## config.mk

```make
export PLATFORM = sky130hd
export DESIGN_NAME = csrb_csr_space
export DESIGN_NICKNAME = d
export VERILOG_FILES = /design/src/core/csrb_bit_cell.v /design/src/core/csrb_grp_decode.v /design/src/core/csrb_csr_space.v
export VERILOG_INCLUDE_DIRS = /design/src /design/src/core
export SDC_FILE = /design/constraint.sdc
export NUM_CORES = 1
export LEC_CHECK = 0
export BUFFER_PORTS_ARGS = -buffer_cell sky130_fd_sc_hd__buf_2
export CELL_PAD_IN_SITES_DETAIL_PLACEMENT = 1
export CELL_PAD_IN_SITES_GLOBAL_PLACEMENT = 2
export CORE_ASPECT_RATIO = 0.6
export CORE_MARGIN = 1
export CORE_UTILIZATION = 28
export DETAILED_ROUTE_END_ITERATION = 10
export PLACE_DENSITY_LB_ADDON = 0.1
export SLEW_MARGIN = 15
export SYNTH_ARGS = -nofsm -noshare
export SYNTH_HDL_FRONTEND = slang
export SYNTH_SLANG_ARGS = --single-unit
export TNS_END_PERCENT = 100
```

## constraint.sdc

```tcl
create_clock -name clock_i -period 1.6 [get_ports clock_i]
set_input_delay 0.08 -clock clock_i [delete_from_list [all_inputs] [get_ports clock_i]]
set_output_delay 0.08 -clock clock_i [all_outputs]
set_load 0.1 [all_outputs]
```

## src/core/csrb_defines.vh

```
`ifndef CSRB_DEFINES_VH
`define CSRB_DEFINES_VH
// Functional notes
// - Four groups, each decoded by its owner
// - PHY registers reached only through MAC relay
// - Third base: low half little, high big
// - Read-only returns value, ignores writes
// - Write-only accepts writes, reads unspecified
// - Writing one clears, zero leaves bit
// - Read returns value then clears; writes ignored
// - Latch low holds until read, then follows cause
// - Latch high holds until read, then follows cause
// - Self-clearing bit returns zero after action
// - Reset-immune bits keep state on soft reset
// - Read/write bit stores and returns value
// - Soft reset restores non-immune control bits

// Bit attribute codes
`define CSRB_ATTR_RW 3'h0
`define CSRB_ATTR_RO 3'h1
`define CSRB_ATTR_WO 3'h2
`define CSRB_ATTR_W1C 3'h3
`define CSRB_ATTR_RDCLR 3'h4
`define CSRB_ATTR_LATLO 3'h5
`define CSRB_ATTR_LATHI 3'h6
`define CSRB_ATTR_SELFCLR 3'h7

// Window layout
`define CSRB_AW 10
`define CSRB_HALF_BIT 9
`define CSRB_DMA_LAST 9'h0bc
`define CSRB_SYS_LAST 9'h0fc

// Block-owned register offsets
`define CSRB_OFF_CTRL 9'h0e4
`define CSRB_OFF_STS 9'h0e8
`define CSRB_OFF_CMD 9'h0ec
`define CSRB_OFF_PHY_CMD 9'h1a4
`define CSRB_OFF_PHY_DATA 9'h1a8

// Field positions
`define CSRB_CTRL_ACT_BIT 16
`define CSRB_PCMD_WR_BIT 5
`define CSRB_PCMD_BUSY_BIT 31
`define CSRB_PHY_REG_CTRL 5'h00
`define CSRB_PHY_REG_STS 5'h01

// Reset values
`define CSRB_ZERO32 32'h0000_0000
`endif

```

## src/core/csrb_bit_cell.v

```verilog
`timescale 1ns/1ns
`default_nettype none
`include "csrb_defines.vh"
module csrb_bit_cell #(
	parameter [2:0] ATTR = `CSRB_ATTR_RW,
	parameter [0:0] DEF = 1'b0,
	parameter [0:0] IMMUNE = 1'b0
) (
	// Clock and resets
	input wire clock_i,
	input wire rst_n_i,
	input wire soft_rst_i,
	// Access strobes
	input wire wr_i,
	input wire wbit_i,
	input wire rd_i,
	// Hardware side: event, cause, live value or action done
	input wire hw_i,
	// Value and read value
	output wire q_o,
	output wire rbit_o
);
	reg q;
	reg hw_d;
	wire rise;
	wire srst;
	assign rise = hw_i & ~hw_d;
	assign srst = soft_rst_i & ~IMMUNE;
	always @(posedge clock_i) begin
		if (!rst_n_i) begin
			q <= DEF;
			hw_d <= 1'b0;
		end else begin
			hw_d <= hw_i;
			if (srst && (ATTR != `CSRB_ATTR_RO)) begin
				q <= DEF;
			end else begin
				case (ATTR)
					`CSRB_ATTR_RW, `CSRB_ATTR_WO: begin
						if (wr_i) begin
							q <= wbit_i;
						end
					end
					`CSRB_ATTR_W1C: begin
						if (hw_i) begin
							q <= 1'b1;
						end else if (wr_i && wbit_i) begin
							q <= 1'b0;
						end
					end
					`CSRB_ATTR_RDCLR: begin
						if (hw_i) begin
							q <= 1'b1;
						end else if (rd_i) begin
							q <= 1'b0;
						end
					end
					`CSRB_ATTR_LATLO, `CSRB_ATTR_LATHI: begin
						if (rise) begin
							q <= 1'b1;
						end else if (rd_i) begin
							q <= 1'b0;
						end
					end
					`CSRB_ATTR_SELFCLR: begin
						if (wr_i && wbit_i) begin
							q <= 1'b1;
						end else if (hw_i) begin
							q <= 1'b0;
						end
					end
					default: begin
						q <= q;
					end
				endcase
			end
		end
	end
	assign q_o = (ATTR == `CSRB_ATTR_RO) ? hw_i :
		(ATTR == `CSRB_ATTR_LATLO) ? ~(q | hw_i) :
		(ATTR == `CSRB_ATTR_LATHI) ? (q | hw_i) : q;
	assign rbit_o = (ATTR == `CSRB_ATTR_WO) ? 1'b0 : q_o;
endmodule // csrb_bit_cell
`default_nettype wire

```

## src/core/csrb_grp_decode.v

```verilog
`timescale 1ns/1ns
`default_nettype none
`include "csrb_defines.vh"
module csrb_grp_decode (
	// Access
	input wire [`CSRB_AW-1:0] addr_i,
	input wire cfg_i,
	// Window setup
	input wire third_bar_i,
	input wire big_endian_i,
	// Group selects
	output reg sys_o,
	output reg dma_o,
	output reg mac_o,
	output reg cfg_o,
	output wire [`CSRB_AW-2:0] off_o,
	output wire swap_o
);
	wire half_ok;
	assign off_o = addr_i[`CSRB_AW-2:0];
	assign half_ok = ~third_bar_i | (addr_i[`CSRB_HALF_BIT] == big_endian_i);
	assign swap_o = third_bar_i & big_endian_i;
	always @* begin
		sys_o = 1'b0;
		dma_o = 1'b0;
		mac_o = 1'b0;
		cfg_o = 1'b0;
		if (cfg_i) begin
			cfg_o = 1'b1;
		end else if (!half_ok) begin
			cfg_o = 1'b0;
		end else if (off_o <= `CSRB_DMA_LAST) begin
			dma_o = 1'b1;
		end else if (off_o <= `CSRB_SYS_LAST) begin
			sys_o = 1'b1;
		end else begin
			mac_o = 1'b1;
		end
	end
endmodule // csrb_grp_decode
`default_nettype wire

```

## src/core/csrb_csr_space.v

```verilog
`timescale 1ns/1ns
`default_nettype none
`include "csrb_defines.vh"
module csrb_csr_space #(
	parameter CW = 8,
	parameter EW = 8,
	parameter PW = 4,
	parameter PDW = 16
) (
	// Clock and resets
	input wire clock_i,
	input wire rst_n_i,
	input wire soft_rst_i,
	// Host access
	input wire acc_valid_i,
	input wire acc_write_i,
	input wire acc_cfg_i,
	input wire [`CSRB_AW-1:0] acc_addr_i,
	input wire [31:0] acc_wdata_i,
	input wire acc_commit_i,
	input wire acc_abort_i,
	output wire acc_ready_o,
	output wire acc_rvalid_o,
	output reg [31:0] acc_rdata_o,
	// Window setup
	input wire third_bar_i,
	input wire big_endian_i,
	// Group selects toward owning units
	output wire grp_sys_o,
	output wire grp_dma_o,
	output wire grp_mac_o,
	output wire grp_cfg_o,
	output wire [`CSRB_AW-2:0] grp_off_o,
	// Device side of the block-owned registers
	output wire [2*CW-1:0] ctrl_o,
	output wire action_o,
	output wire [CW-1:0] cmd_o,
	output reg cmd_stb_o,
	input wire [EW-1:0] evt_w1c_i,
	input wire [EW-1:0] evt_rc_i,
	input wire [EW-1:0] live_i,
	// PHY side
	input wire [PW-1:0] phy_ll_cause_i,
	input wire [PW-1:0] phy_lh_cause_i,
	output wire [PDW-1:0] phy_ctrl_o
);
	wire sys_sel;
	wire mac_sel;
	wire [`CSRB_AW-2:0] off;
	wire swap;
	wire take;
	wire [31:0] wd;
	reg pend;
	reg [`CSRB_AW-2:0] pend_off;
	reg pend_sys;
	reg pend_mac;
	reg phy_done;
	reg [31:0] rmux;
	wire rd_commit;
	wire wr_ctrl;
	wire wr_sts;
	wire wr_cmd;
	wire wr_pcmd;
	wire wr_pdata;
	wire rd_sts;
	wire [2*CW:0] ctrl_rb;
	wire [3*EW-1:0] sts_rb;
	wire [CW-1:0] cmd_rb;
	wire [`CSRB_PCMD_WR_BIT:0] pcmd_q;
	wire busy;
	wire [PDW-1:0] pdata_q;
	wire [2*PW-1:0] psts_q;
	wire relay_go;
	wire relay_wr;
	wire relay_rd;
	wire [4:0] relay_addr;
	wire phy_ctrl_wr;
	wire phy_sts_rd;
	wire pdata_load;
	reg [PDW-1:0] phy_rval;

	csrb_grp_decode u_dec (
		.addr_i(acc_addr_i),
		.cfg_i(acc_cfg_i),
		.third_bar_i(third_bar_i),
		.big_endian_i(big_endian_i),
		.sys_o(sys_sel),
		.dma_o(grp_dma_o),
		.mac_o(mac_sel),
		.cfg_o(grp_cfg_o),
		.off_o(off),
		.swap_o(swap)
	);
	assign grp_sys_o = sys_sel;
	assign grp_mac_o = mac_sel;
	assign grp_off_o = off;

	// Host handshake: one outstanding read, side effects on commit
	assign acc_ready_o = ~pend;
	assign acc_rvalid_o = pend;
	assign take = acc_valid_i & acc_ready_o;
	assign rd_commit = pend & acc_commit_i & ~acc_abort_i;
	assign wd = swap ? {acc_wdata_i[7:0], acc_wdata_i[15:8], acc_wdata_i[23:16], acc_wdata_i[31:24]}
		: acc_wdata_i;

	// Write strobes, only at block-owned offsets
	assign wr_ctrl = take & acc_write_i & sys_sel & (off == `CSRB_OFF_CTRL);
	assign wr_sts = take & acc_write_i & sys_sel & (off == `CSRB_OFF_STS);
	assign wr_cmd = take & acc_write_i & sys_sel & (off == `CSRB_OFF_CMD);
	assign wr_pcmd = take & acc_write_i & mac_sel & (off == `CSRB_OFF_PHY_CMD) & ~busy;
	assign wr_pdata = take & acc_write_i & mac_sel & (off == `CSRB_OFF_PHY_DATA) & ~busy;
	assign rd_sts = rd_commit & pend_sys & (pend_off == `CSRB_OFF_STS);

	// Control: plain bits, reset-immune bits, one self-clearing action bit
	genvar i;
	generate
		for (i = 0; i < 2*CW; i = i + 1) begin : g_ctrl
			csrb_bit_cell #(
				.ATTR(`CSRB_ATTR_RW),
				.DEF(1'b0),
				.IMMUNE(i >= CW)
			) u_cell (
				.clock_i(clock_i),
				.rst_n_i(rst_n_i),
				.soft_rst_i(soft_rst_i),
				.wr_i(wr_ctrl),
				.wbit_i(wd[i]),
				.rd_i(1'b0),
				.hw_i(1'b0),
				.q_o(ctrl_o[i]),
				.rbit_o(ctrl_rb[i])
			);
		end
	endgenerate
	csrb_bit_cell #(
		.ATTR(`CSRB_ATTR_SELFCLR)
	) u_action (
		.clock_i(clock_i),
		.rst_n_i(rst_n_i),
		.soft_rst_i(soft_rst_i),
		.wr_i(wr_ctrl),
		.wbit_i(wd[`CSRB_CTRL_ACT_BIT]),
		.rd_i(1'b0),
		.hw_i(1'b1),
		.q_o(action_o),
		.rbit_o(ctrl_rb[2*CW])
	);

	// Status: write-one-clear, read-clear, live read-only fields
	generate
		for (i = 0; i < 3*EW; i = i + 1) begin : g_sts
			csrb_bit_cell #(
				.ATTR((i < EW) ? `CSRB_ATTR_W1C : (i < 2*EW) ? `CSRB_ATTR_RDCLR : `CSRB_ATTR_RO)
			) u_cell (
				.clock_i(clock_i),
				.rst_n_i(rst_n_i),
				.soft_rst_i(soft_rst_i),
				.wr_i(wr_sts),
				.wbit_i(wd[i]),
				.rd_i(rd_sts),
				.hw_i((i < EW) ? evt_w1c_i[i % EW] : (i < 2*EW) ? evt_rc_i[i % EW] : live_i[i % EW]),
				.q_o(),
				.rbit_o(sts_rb[i])
			);
		end
	endgenerate

	// Command: write-only
	generate
		for (i = 0; i < CW; i = i + 1) begin : g_cmd
			csrb_bit_cell #(
				.ATTR(`CSRB_ATTR_WO)
			) u_cell (
				.clock_i(clock_i),
				.rst_n_i(rst_n_i),
				.soft_rst_i(soft_rst_i),
				.wr_i(wr_cmd),
				.wbit_i(wd[i]),
				.rd_i(1'b0),
				.hw_i(1'b0),
				.q_o(cmd_o[i]),
				.rbit_o(cmd_rb[i])
			);
		end
	endgenerate

	// PHY relay command: address, direction, busy
	generate
		for (i = 0; i <= `CSRB_PCMD_WR_BIT; i = i + 1) begin : g_pcmd
			csrb_bit_cell #(
				.ATTR(`CSRB_ATTR_RW)
			) u_cell (
				.clock_i(clock_i),
				.rst_n_i(rst_n_i),
				.soft_rst_i(soft_rst_i),
				.wr_i(wr_pcmd),
				.wbit_i(wd[i]),
				.rd_i(1'b0),
				.hw_i(1'b0),
				.q_o(pcmd_q[i]),
				.rbit_o()
			);
		end
	endgenerate
	csrb_bit_cell #(
		.ATTR(`CSRB_ATTR_SELFCLR)
	) u_busy (
		.clock_i(clock_i),
		.rst_n_i(rst_n_i),
		.soft_rst_i(soft_rst_i),
		.wr_i(wr_pcmd),
		.wbit_i(wd[`CSRB_PCMD_BUSY_BIT]),
		.rd_i(1'b0),
		.hw_i(phy_done),
		.q_o(busy),
		.rbit_o()
	);

	assign relay_addr = pcmd_q[4:0];
	assign relay_go = busy & ~phy_done;
	assign relay_wr = relay_go & pcmd_q[`CSRB_PCMD_WR_BIT];
	assign relay_rd = relay_go & ~pcmd_q[`CSRB_PCMD_WR_BIT];
	assign phy_ctrl_wr = relay_wr & (relay_addr == `CSRB_PHY_REG_CTRL);
	assign phy_sts_rd = relay_rd & (relay_addr == `CSRB_PHY_REG_STS);
	assign pdata_load = relay_rd;

	always @(posedge clock_i) begin
		if (!rst_n_i) begin
			phy_done <= 1'b0;
		end else begin
			phy_done <= relay_go;
		end
	end

	// PHY data: host writes it, relay reads land in it
	generate
		for (i = 0; i < PDW; i = i + 1) begin : g_pdata
			csrb_bit_cell #(
				.ATTR(`CSRB_ATTR_RW)
			) u_cell (
				.clock_i(clock_i),
				.rst_n_i(rst_n_i),
				.soft_rst_i(soft_rst_i),
				.wr_i(wr_pdata | pdata_load),
				.wbit_i(pdata_load ? phy_rval[i] : wd[i]),
				.rd_i(1'b0),
				.hw_i(1'b0),
				.q_o(pdata_q[i]),
				.rbit_o()
			);
		end
	endgenerate

	// PHY-resident control and latching status
	generate
		for (i = 0; i < PDW; i = i + 1) begin : g_pctl
			csrb_bit_cell #(
				.ATTR(`CSRB_ATTR_RW)
			) u_cell (
				.clock_i(clock_i),
				.rst_n_i(rst_n_i),
				.soft_rst_i(soft_rst_i),
				.wr_i(phy_ctrl_wr),
				.wbit_i(pdata_q[i]),
				.rd_i(1'b0),
				.hw_i(1'b0),
				.q_o(phy_ctrl_o[i]),
				.rbit_o()
			);
		end
		for (i = 0; i < 2*PW; i = i + 1) begin : g_psts
			csrb_bit_cell #(
				.ATTR((i < PW) ? `CSRB_ATTR_LATLO : `CSRB_ATTR_LATHI)
			) u_cell (
				.clock_i(clock_i),
				.rst_n_i(rst_n_i),
				.soft_rst_i(soft_rst_i),
				.wr_i(1'b0),
				.wbit_i(1'b0),
				.rd_i(phy_sts_rd),
				.hw_i((i < PW) ? phy_ll_cause_i[i % PW] : phy_lh_cause_i[i % PW]),
				.q_o(psts_q[i]),
				.rbit_o()
			);
		end
	endgenerate

	always @* begin
		phy_rval = {PDW{1'b0}};
		if (relay_addr == `CSRB_PHY_REG_CTRL) begin
			phy_rval = phy_ctrl_o;
		end else if (relay_addr == `CSRB_PHY_REG_STS) begin
			phy_rval[2*PW-1:0] = psts_q;
		end
	end

	// Read mux; reserved bits and unowned offsets read zero
	always @* begin
		rmux = `CSRB_ZERO32;
		if (sys_sel && (off == `CSRB_OFF_CTRL)) begin
			rmux[2*CW:0] = ctrl_rb;
		end else if (sys_sel && (off == `CSRB_OFF_STS)) begin
			rmux[3*EW-1:0] = sts_rb;
		end else if (sys_sel && (off == `CSRB_OFF_CMD)) begin
			rmux[CW-1:0] = cmd_rb;
		end else if (mac_sel && (off == `CSRB_OFF_PHY_CMD)) begin
			rmux[`CSRB_PCMD_WR_BIT:0] = pcmd_q;
			rmux[`CSRB_PCMD_BUSY_BIT] = busy;
		end else if (mac_sel && (off == `CSRB_OFF_PHY_DATA)) begin
			rmux[PDW-1:0] = pdata_q;
		end
	end

	always @(posedge clock_i) begin
		if (!rst_n_i) begin
			pend <= 1'b0;
			pend_off <= {(`CSRB_AW-1){1'b0}};
			pend_sys <= 1'b0;
			pend_mac <= 1'b0;
			acc_rdata_o <= `CSRB_ZERO32;
			cmd_stb_o <= 1'b0;
		end else begin
			cmd_stb_o <= wr_cmd;
			if (take && !acc_write_i) begin
				pend <= 1'b1;
				pend_off <= off;
				pend_sys <= sys_sel;
				pend_mac <= mac_sel;
				acc_rdata_o <= swap ? {rmux[7:0], rmux[15:8], rmux[23:16], rmux[31:24]} : rmux;
			end else if (pend && (acc_commit_i || acc_abort_i)) begin
				pend <= 1'b0;
			end
		end
	end
endmodule // csrb_csr_space
`default_nettype wire

```

==> summary.md, run 1 <==
| Metric | Value |
|---|---|
| WP data arrival | 2.15 ns |
| Mean post-synth cell area | 8.893 um^2 |
| Top FF cell, synth | dfxtp_1 |
| Placement-stage worst setup slack | -0.2821 ns |
| R2R cell count | 5 |
| Setup WS post-layout | -0.2326 ns |
| Slowest Stage Delay on Critical Path | 0.54 ns |
| Asr flop ratio synth | 0% |
| CP max-delay cell | or4b_4 |
| Largest net degree at the start of global routing | 36 |
| CTS buffer count | 17 |
| Final WL | 26.51 mm |
| Pwr per Cell Area | 936.9 nW/um^2 |
| Total area of sequential cells | 2831 um^2 |
| DPL Wire Length | 19.80 mm |
| Sequential share of the synthesized area | 42.26% |
| Nets | 1073 |
| Max Fclk | 0.5457 GHz |
| Status | finished with violations |
| Startpoint types | flop |
| Synth area leaders | dfxtp_1 42%, buf_4 6.1%, mux2i_1 5.5%, nor2_1 5.3%, a211oi_1 4.0% |
| VDD IR max | 0.8114 mV |
| Synth top cells by count | 141 x dfxtp_1, 95 x nor2_1, 60 x nand2_1 |
| DRC viols | 0 |
| HP Start | acc_addr_i[5] |
| Iter 0 DRT Violations | 342 |
| Share of cells above drive strength 1 | 39.22% |
| Core footprint | 23240 um^2 |
| N_diodes | 0 |
| Max Root-Sink Buffers | 2 |
| Fillers | 2715 |
| Max Transition Viols Final | 0 |
| Total clock sinks | 141 |
| Avg Vias per Cell | 4.992 |
| Synth Cell Area | 6679 um^2 |
| I/O pins | 173 |
| Total power | 9.103 mW |
| ANT nets after route | 0 |
| Hold WC Path Type | in2reg |
| Number of global-route vias before repair | 6697 |
| Area Overhead vs Synth | 45.47% |
| Min Tclk post-route | 1.833 ns |
| Multi-input combinational cell area | 3501 um^2 |
| Reg-to-Reg End | g_sts[15].u_cell.q_o |
| Synth cell types | 63 |
| Final setup vio count | 38 |
| Worst R2R Setup Slack | -0.23 ns |
| Critical R2R Launch | pend_off[8] |
| Hold_ws | 0.05834 ns |
| First-pass GRT wire length | 39.07 mm |
| CP required | 1.92 ns |
| Total iterations of the first detailed-routing run | 4 |
| Seq cells post-synth | 141 |
| Relative slew margins | 55.91% |
| Die width | 201.4 um |
| Slew @ Worst Pin | 0.6528 ns |
| RSZ-0062 raised after global routing | true |
| Fin crit share | 114.5% |
| Final GP Congestion | 0.8976 |
| Post-synth top area cell | dfxtp_1 |
| Syn nets | 835 |
| Hold worst-path end | pend_off[5] |
| Root Buffer | clkbuf_16 |
| Fin Setup TNS | -3.180 ns |
| Lkg Pwr | 4.129 nW |
| Total gr overflow | 0 |
| Initial Util | 28.74% |
| Hold depth | 4 |
| Max cap viols | 0 |
| Top Family by Delay on Critical Path | simple AND/OR/NAND/NOR gates |
| CP bufs+invs | 1 |
| Worst-Skew Late Latency | 0.44 ns |
| CTS tree | built |
| Yosys warns | 0 |
| Final Skew | 0.01129 ns |
| Via count | 6575 |
| CTS H-tree depth | 4 |
| CP cell instances | or4b_4 -> or4_4 -> buf_12 -> a21oi_2 -> nor2_1 |
| Top-area cell type share of the netlist area | 42.26% |
| Initial antenna violation count | 1 |
| Final hold viol count | 0 |
| Die Y | 121.6 um |
| Die area | 24490 um^2 |
| WL per Instance | 20.13 um |
| Most common cell in the netlist | dfxtp_1 |
| Port Buf Inserts | 172 |
| CP Max Fanout | 8 |
| Violated checks | negative setup slack |
| Post-synthesis cell count | 751 |
| Setup crit end kind | flop |
| # rows | 43 |
| Total GRT Usage | 21.30% |
| EDFF count, synth | 0 |
| Reg clk slew, reported paths | 0.07 ns |
| Worst setup path class | reg2reg |
## power by group
group	internal, mW	switching (mW)	total, mW
Sequential	3.58	0.0428	3.62
Clock	2.62	1.62	4.24
Combinational	0.440	0.796	1.24
Total	6.64	2.46	9.10
## metal layers
metal / track usage (%) / vias to the layer above / share of wire, %
met3: 5.136 / 21 / 4.1
met1: 30.01 / 3270 / 52
met4: 6.013 / 2 / 1.0
li1: - / 3142 / -
met2: 32.22 / 140 / 43
met5: 0 / - / 0.038
## area by class of cell
cell class / count / area share (%)
clock buffer: 22 / 4.997
clock inverter: 10 / 1.391
inverter: 4 / 0.1932
multi-input combinational: 509 / 36.03
sequential: 141 / 29.14
tap: 315 / 4.057
timing repair buffer: 316 / 24.19
## worst min-delay path, cell delays in order
cell and delay, ns:
buf_2 0.10, buf_4 0.14, nand2_1 0.05, a21boi_0 0.07
## per-stage QoR
stage | instance area, um^2 | instances | utilization, %
5_1_grt | 9716 | 1317 | 41.80
2_1_floorplan | 6849 | 751 | -
4_1_cts | 9548 | 1315 | 41.08
3_5_place_dp | 8349 | 1238 | 35.92
3_3_place_gp | 8349 | 1238 | 35.92
6_report | 9716 | 1317 | 41.80
## logic make-up (layout without fill, tap and decap cells)
| kind of cell | count (synthesis) | in the layout | share of synthesized area, % |
|---|---|---|---|
| and+or+nand+nor | 247 | 247 | 19.13 |
| muxes | 38 | 38 | 5.714 |
| DFF | 141 | 141 | 42.26 |
| AOI/OAI and AO/OA | 222 | 222 | 23.32 |
| buffers and inverters | 101 | 352 | 9.311 |
| xor gates and xnor gates | 2 | 2 | 0.2623 |
## cell usage in the layout (no fill, tap or decap), drive strengths merged, types with 3 or more instances in the layout
master,count
o211a,13
inv,3
nand3,9
o22ai,10
nor3,9
a21boi,9
o31ai,4
a211oi,37
mux2i,37
and2,16
a22o,9
o221ai,4
a32oi,7
buf,279
nand2b,3
or2,6
nand4,5
dfxtp,141
o41ai,3
a32o,3
o221a,6
bufinv,3
a22oi,14
nor2,97
nor2b,14
nand2,63
nor4,9
nor4b,3
dlygate4sd3,35
o211ai,4
clkbuf,24
a21oi,52
o21ai,37
clkinv,6
## registers in the layout (all words and copies together) (netlist names)
register / count
acc_rdata_o: 32
g_ctrl.u_cell.q_o: 16
g_pctl.u_cell.q_o: 16
g_pdata.u_cell.q_o: 16
g_sts.u_cell.q_o: 16
pend_off: 9
g_cmd.u_cell.q_o: 8
g_psts.u_cell.hw_d: 8
g_psts.u_cell.q: 8
g_pcmd.u_cell.q_o: 6
acc_rvalid_o: 1
cmd_stb_o: 1
pend_sys: 1
phy_done: 1
u_action.q_o: 1
u_busy.q_o: 1
## worst max-delay path by stage
stage                  from                    to  slack [ns]  cells after the start
2_1_floorplan  acc_rvalid_o       acc_rdata_o[14]       -0.60                      6
5_1_grt         pend_off[8]   g_sts[8].u_cell.q_o       -0.26                      5
3_3_place_gp    pend_off[8]   g_sts[8].u_cell.q_o       -0.23                      5
6_report        pend_off[8]  g_sts[15].u_cell.q_o       -0.23                      5
4_1_cts         pend_off[2]  g_sts[15].u_cell.q_o       -0.21                      7
3_5_place_dp    pend_off[8]  g_sts[15].u_cell.q_o       -0.28                      5
## timing repair
action                                 CTS  global route
endpoints found under the hold margin   40             0
gates resized for setup                 24            36
pin swaps                               21            22
cloned                                   3             2
hold buffers                            35             0
buffers inserted                         7             2
setup endpoints to repair               44            67
Note: power is estimated with default switching activity, not from simulation.
==> run 2: changes to the inputs <==
Settings changed: CORE_UTILIZATION 28 to 34.
Clock period 1.6 ns to 2.21 ns, I/O delays scaled along.
==> run 2 against run 1 <==
Against the previous run:
- clock skew fell by 0.0011 ns
- setup slack improved by 0.42 ns
- largest power group unchanged
- global-route usage rose by 2.0 points
- largest cell class unchanged
- non-clock buffer count fell by 71
- highest routed layer is now met4
- the run now ends clean
==> summary.md, run 2 (synthesis results as in run 1) <==
| Metric | Value |
|---|---|
| Max Fclk | 0.4955 GHz |
| Total power | 6.536 mW |
| Final Skew | 0.01019 ns |
| Max cap viols | 0 |
| Total gr overflow | 0 |
| Largest net degree at the start of global routing | 36 |
| Fin crit share | 91.32% |
| Final hold viol count | 0 |
| CP required | 2.10 ns |
| Min Tclk post-route | 2.018 ns |
| Setup crit end kind | output pin |
| Nets | 1002 |
| Final core utilization | 45.05% |
| Die Y | 110.6 um |
| Slew @ Worst Pin | 0.7375 ns |
| Share of cells above drive strength 1 | 30.43% |
| # rows | 39 |
| Avg Vias per Cell | 5.298 |
| Max Transition Viols Final | 0 |
| Hold WC Path Type | in2reg |
| First-pass GRT wire length | 35.77 mm |
| Reg with most FFs | acc_rdata_o |
| Iter 0 DRT Violations | 350 |
| CP Max Fanout | 4 |
| Startpoint types | input pin |
| Post-CTS setup buffers | 0 |
| DPL Wire Length | 17.49 mm |
| RSZ-0062 raised after global routing | false |
| ANT nets after route | 0 |
| N_diodes | 0 |
| Port Buf Inserts | 172 |
| Worst-Skew Late Latency | 0.43 ns |
| Cells after DPL | 1133 |
| Commonest non-fill, non-tap cell in the layout | buf_2 |
| Die area | 20230 um^2 |
| Hold_ws | 0.01523 ns |
| Fin Setup TNS | 0 ns |
| Max reg flops | 32 |
| Area Overhead vs Synth | 29.04% |
| Final setup vio count | 0 |
| Design Area, Final | 8618 um^2 |
| Relative slew margins | 50.77% |
| VDD IR max | 0.5365 mV |
| Pwr per Cell Area | 758.4 nW/um^2 |
| Final WL | 23.07 mm |
| Initial Util | 34.92% |
| DRC viols | 0 |
| Root Buffer | clkbuf_16 |
| Core footprint | 19130 um^2 |
| Die width | 182.9 um |
| Number of global-route vias before repair | 6361 |
| CTS tree | built |
| Total iterations of the first detailed-routing run | 5 |
| Initial antenna violation count | 0 |
| Fin cells | 1196 |
| Placement-stage worst setup slack | 0.2111 ns |
| WP data arrival | 1.91 ns |
| Reg clk slew, reported paths | 0.06 ns |
| Total GRT Usage | 23.27% |
| CTS H-tree depth | 4 |
| Commonest non-fill, non-tap cells in the layout | 171 x buf_2, 140 x dfxtp_1, 94 x nor2_1 |
| Final GP Congestion | 0.8407 |
| Lkg Pwr | 3.646 nW |
| Total clock sinks | 141 |
| Status | finished clean |
| Post-DP Area | 7652 um^2 |
| CTS buffer count | 17 |
| Max Root-Sink Buffers | 2 |
| WL per Instance | 19.29 um |
| I/O pins | 173 |
| Worst setup path class | in2out |
| Setup WS post-layout | 0.1919 ns |
| Via count | 6336 |
[run 2: cell types whose count changed in the layout (fill, tap and decap cells not counted), sizes merged]
cell and change:
clkinv -1, bufinv +1, inv +2, buf -67, clkbuf -4, dlygate4sd3 -3
[run 2: where the power goes]
| group | internal (mW) | switching, mW |
|---|---|---|
| logic | 0.253 | 0.539 |
| registers | 2.59 | 0.0273 |
| clock network | 1.96 | 1.16 |
| total | 4.81 | 1.73 |
[run 2: final cells by class]
cell class / count / area, um^2
inverters: 4 / 18.77
fillers: 2238 / 10510
flip-flops and latches: 141 / 2826
repair buffers: 245 / 1529
multi-input cells: 509 / 3272
well taps: 266 / 332.8
clock buffers: 19 / 454.2
clock inverters: 12 / 185.2
[run 2: critical path, stage by stage]
cell and delay (ns):
dlygate4sd3_1 0.55, buf_2 0.15, nand4_1 0.12, nor2_2 0.20
xnor2_1 0.15, nor4b_2 0.26, clkbuf_4 0.37
[run 2: timing repair]
action	in CTS	in global routing
hold buffers	32	0
gates resized for setup	0	3
endpoints found under the setup margin	0	2
hold endpoints to repair	38	0
[run 2: worst paths after layout]
check | cells past startpoint | slack, ns | end | from
worst max-delay path | 7 | 0.19 | grp_sys_o | acc_addr_i[4]
worst min register to register | 2 | 0.47 | acc_rdata_o[2] | acc_rdata_o[2]
worst max register to register | 4 | 0.20 | g_sts[13].u_cell.q_o | pend_off[8]
worst min-delay path | 3 | 0.02 | g_sts[6].u_cell.q_o | evt_w1c_i[6]
[run 2: per-layer routing]
metal / routed length [um] / GRT usage, % / vias to the layer above
met5: 0 / 0 / -
met4: 248 / 6.167 / 0
met3: 1349 / 5.409 / 21
met2: 9949 / 34.93 / 189
met1: 11520 / 33.21 / 3123
li1: - / - / 3003
==> run 3: changes to the inputs <==
Settings changed: CORE_UTILIZATION 34 to 31.
Clock period 2.21 ns to 1.87 ns, I/O delays scaled along.
==> run 3 against run 2 <==
Against the previous run:
- routed wire length is 6.5% higher
- global-route usage is 0.40 points lower
- power is 19% higher
- first-iteration DRC count is 7.4% higher
- critical path depth is 2 lower
- clock-buffer cell count stayed put
- flip-flop and latch count stayed put
- design area is 3.4% higher
- critical endpoint is now g_sts[15].u_cell.q_o
- largest power group unchanged
==> summary.md, run 3 (synthesis results as in run 1) <==
| Metric | Value |
|---|---|
| Commonest non-fill, non-tap cell in the layout | buf_2 |
| WL per Instance | 20.08 um |
| CTS tree | built |
| Final GP Congestion | 0.8419 |
| Die area | 22160 um^2 |
| Max Transition Viols Final | 0 |
| Min Tclk post-route | 1.815 ns |
| Setup WS post-layout | 0.05521 ns |
| Area Overhead vs Synth | 33.40% |
| RSZ-0062 raised after global routing | false |
| Worst setup path class | reg2reg |
| ANT nets after route | 0 |
| N_diodes | 0 |
| Total GRT Usage | 22.87% |
| Die Y | 115.7 um |
| WP data arrival | 2.13 ns |
| Reg-to-Reg End | g_sts[15].u_cell.q_o |
| Commonest non-fill, non-tap cells in the layout | 169 x buf_2, 139 x dfxtp_1, 94 x nor2_1 |
| Reg clk slew, reported paths | 0.06 ns |
| Max cap viols | 0 |
| Final Skew | 0.01105 ns |
| Largest net degree at the start of global routing | 35 |
| DRC viols | 0 |
| Pwr per Cell Area | 872.4 nW/um^2 |
| Die width | 191.5 um |
| Number of global-route vias before repair | 6510 |
| CP required | 2.18 ns |
| Hold depth | 3 |
| I/O pins | 173 |
| Worst-Skew Late Latency | 0.43 ns |
| Root Buffer | clkbuf_16 |
| Final setup vio count | 0 |
| CTS buffer count | 17 |
| Fin crit share | 97.05% |
| First-pass GRT wire length | 37.88 mm |
| Lkg Pwr | 3.745 nW |
| Via count | 6316 |
| CP cell instances | or4b_1 -> or4_4 -> buf_6 -> a21oi_1 -> nor2_1 |
| Final WL | 24.58 mm |
| Total power | 7.773 mW |
| Worst R2R Setup Slack | 0.06 ns |
| R2R cell count | 5 |
| VDD IR max | 0.7460 mV |
| Relative slew margins | 58.39% |
| Post-CTS setup buffers | 0 |
| Max Fclk | 0.5510 GHz |
| Cells after DPL | 1157 |
| HP Start | acc_addr_i[3] |
| CP Max Fanout | 8 |
| Nets | 1016 |
| Share of cells above drive strength 1 | 31.96% |
| Startpoint types | flop |
| CP max-delay cell | or4b_1 |
| Avg Vias per Cell | 5.160 |
| Hold worst-path end | pend_off[3] |
| Total clock sinks | 141 |
| Total iterations of the first detailed-routing run | 4 |
| Critical R2R Launch | pend_off[8] |
| Max reg flops | 32 |
| Fin cells | 1224 |
| CTS H-tree depth | 4 |
| Design Area, Final | 8910 um^2 |
| Initial Util | 31.68% |
| Placement-stage worst setup slack | -0.01919 ns |
| Slowest Stage Delay on Critical Path | 0.51 ns |
| Slew @ Worst Pin | 0.6161 ns |
| Setup crit end kind | flop |
| DPL Wire Length | 18.71 mm |
| Hold WC Path Type | in2reg |
| Total gr overflow | 0 |
| Port Buf Inserts | 172 |
| Iter 0 DRT Violations | 376 |
| Post-DP Area | 7904 um^2 |
| Core footprint | 21080 um^2 |
| # rows | 41 |
| Max Root-Sink Buffers | 2 |
| Final hold viol count | 0 |
| Reg with most FFs | acc_rdata_o |
| Fin Setup TNS | 0 ns |
| Status | finished clean |
| Initial antenna violation count | 0 |
[run 3: cell count changes in the layout (fill, tap and decap cells not counted), moves of 2 or more]
cell,before,now
a21oi_1,52,48
clkinv_4,4,0
clkinvlp_4,2,5
a21oi_2,0,4
buf_4,38,42
buf_12,3,12
dlygate4sd3_1,32,35
buf_2,171,169
[run 3: stage by stage]
stage	hold slack (ns)	util, %
2_1_floorplan	0.1946	-
3_3_place_gp	0.3089	37.49
3_5_place_dp	0.3312	37.49
4_1_cts	0.0008325	42.18
5_1_grt	0.01606	42.26
6_report	0.01427	42.26
[run 3: cell type report]
type / instances / area [um^2]
Clock buffer: 19 / 442.9
Clock inverter: 13 / 186.4
Fill cell: 2482 / 12170
Inverter: 4 / 18.77
Multi-Input combinational cell: 509 / 3322
Sequential cell: 141 / 2828
Tap cell: 279 / 349.1
Timing Repair Buffer: 259 / 1763
[run 3: how the worst max path moves through the flow]
stage,startpoint,endpoint,slack [ns],cells after the start
finish,pend_off[8],g_sts[15].u_cell.q_o,0.06,5
global route,acc_rvalid_o,g_pdata[7].u_cell.q_o,0.02,6
CTS,pend_off[8],g_sts[15].u_cell.q_o,0.02,5
detailed placement,pend_off[5],g_sts[15].u_cell.q_o,-0.02,6
global placement,pend_off[5],g_sts[12].u_cell.q_o,-0.05,6
floorplan,acc_rvalid_o,acc_rdata_o[14],-0.33,6
[run 3: report_power, final]
part	internal (mW)	leakage (nW)	total (mW)	switching, mW
Sequential	3.06	1.15	3.10	0.0357
Clock	2.28	0.296	3.69	1.41
Combinational	0.332	2.30	0.982	0.650
Total	5.67	3.75	7.77	2.10
[run 3: worst max-delay path: cells and delay by family, from the launching register on]
| kind | cells | cell delay (ns) |
|---|---|---|
| flops | 1 | 0.31 |
| compound gates | 1 | 0.15 |
| simple gates | 3 | 1.08 |
| buf+inv | 1 | 0.16 |
[run 3: routing by layer]
metal  part of all wire, %  GRT usage (%)  up-vias
met5                     0              0        -
met4                   1.1          6.085        0
met3                   4.3          4.179       21
met2                    43          34.64      148
met1                    51          33.21     3124
li1                      -              -     3023
[run 3: timing repair]
action,4_1_cts,5_1_grt
resized for setup,2,4
endpoints found under the hold margin,39,0
setup endpoints to repair,8,13
pin swaps,0,0
hold buffers,35,0
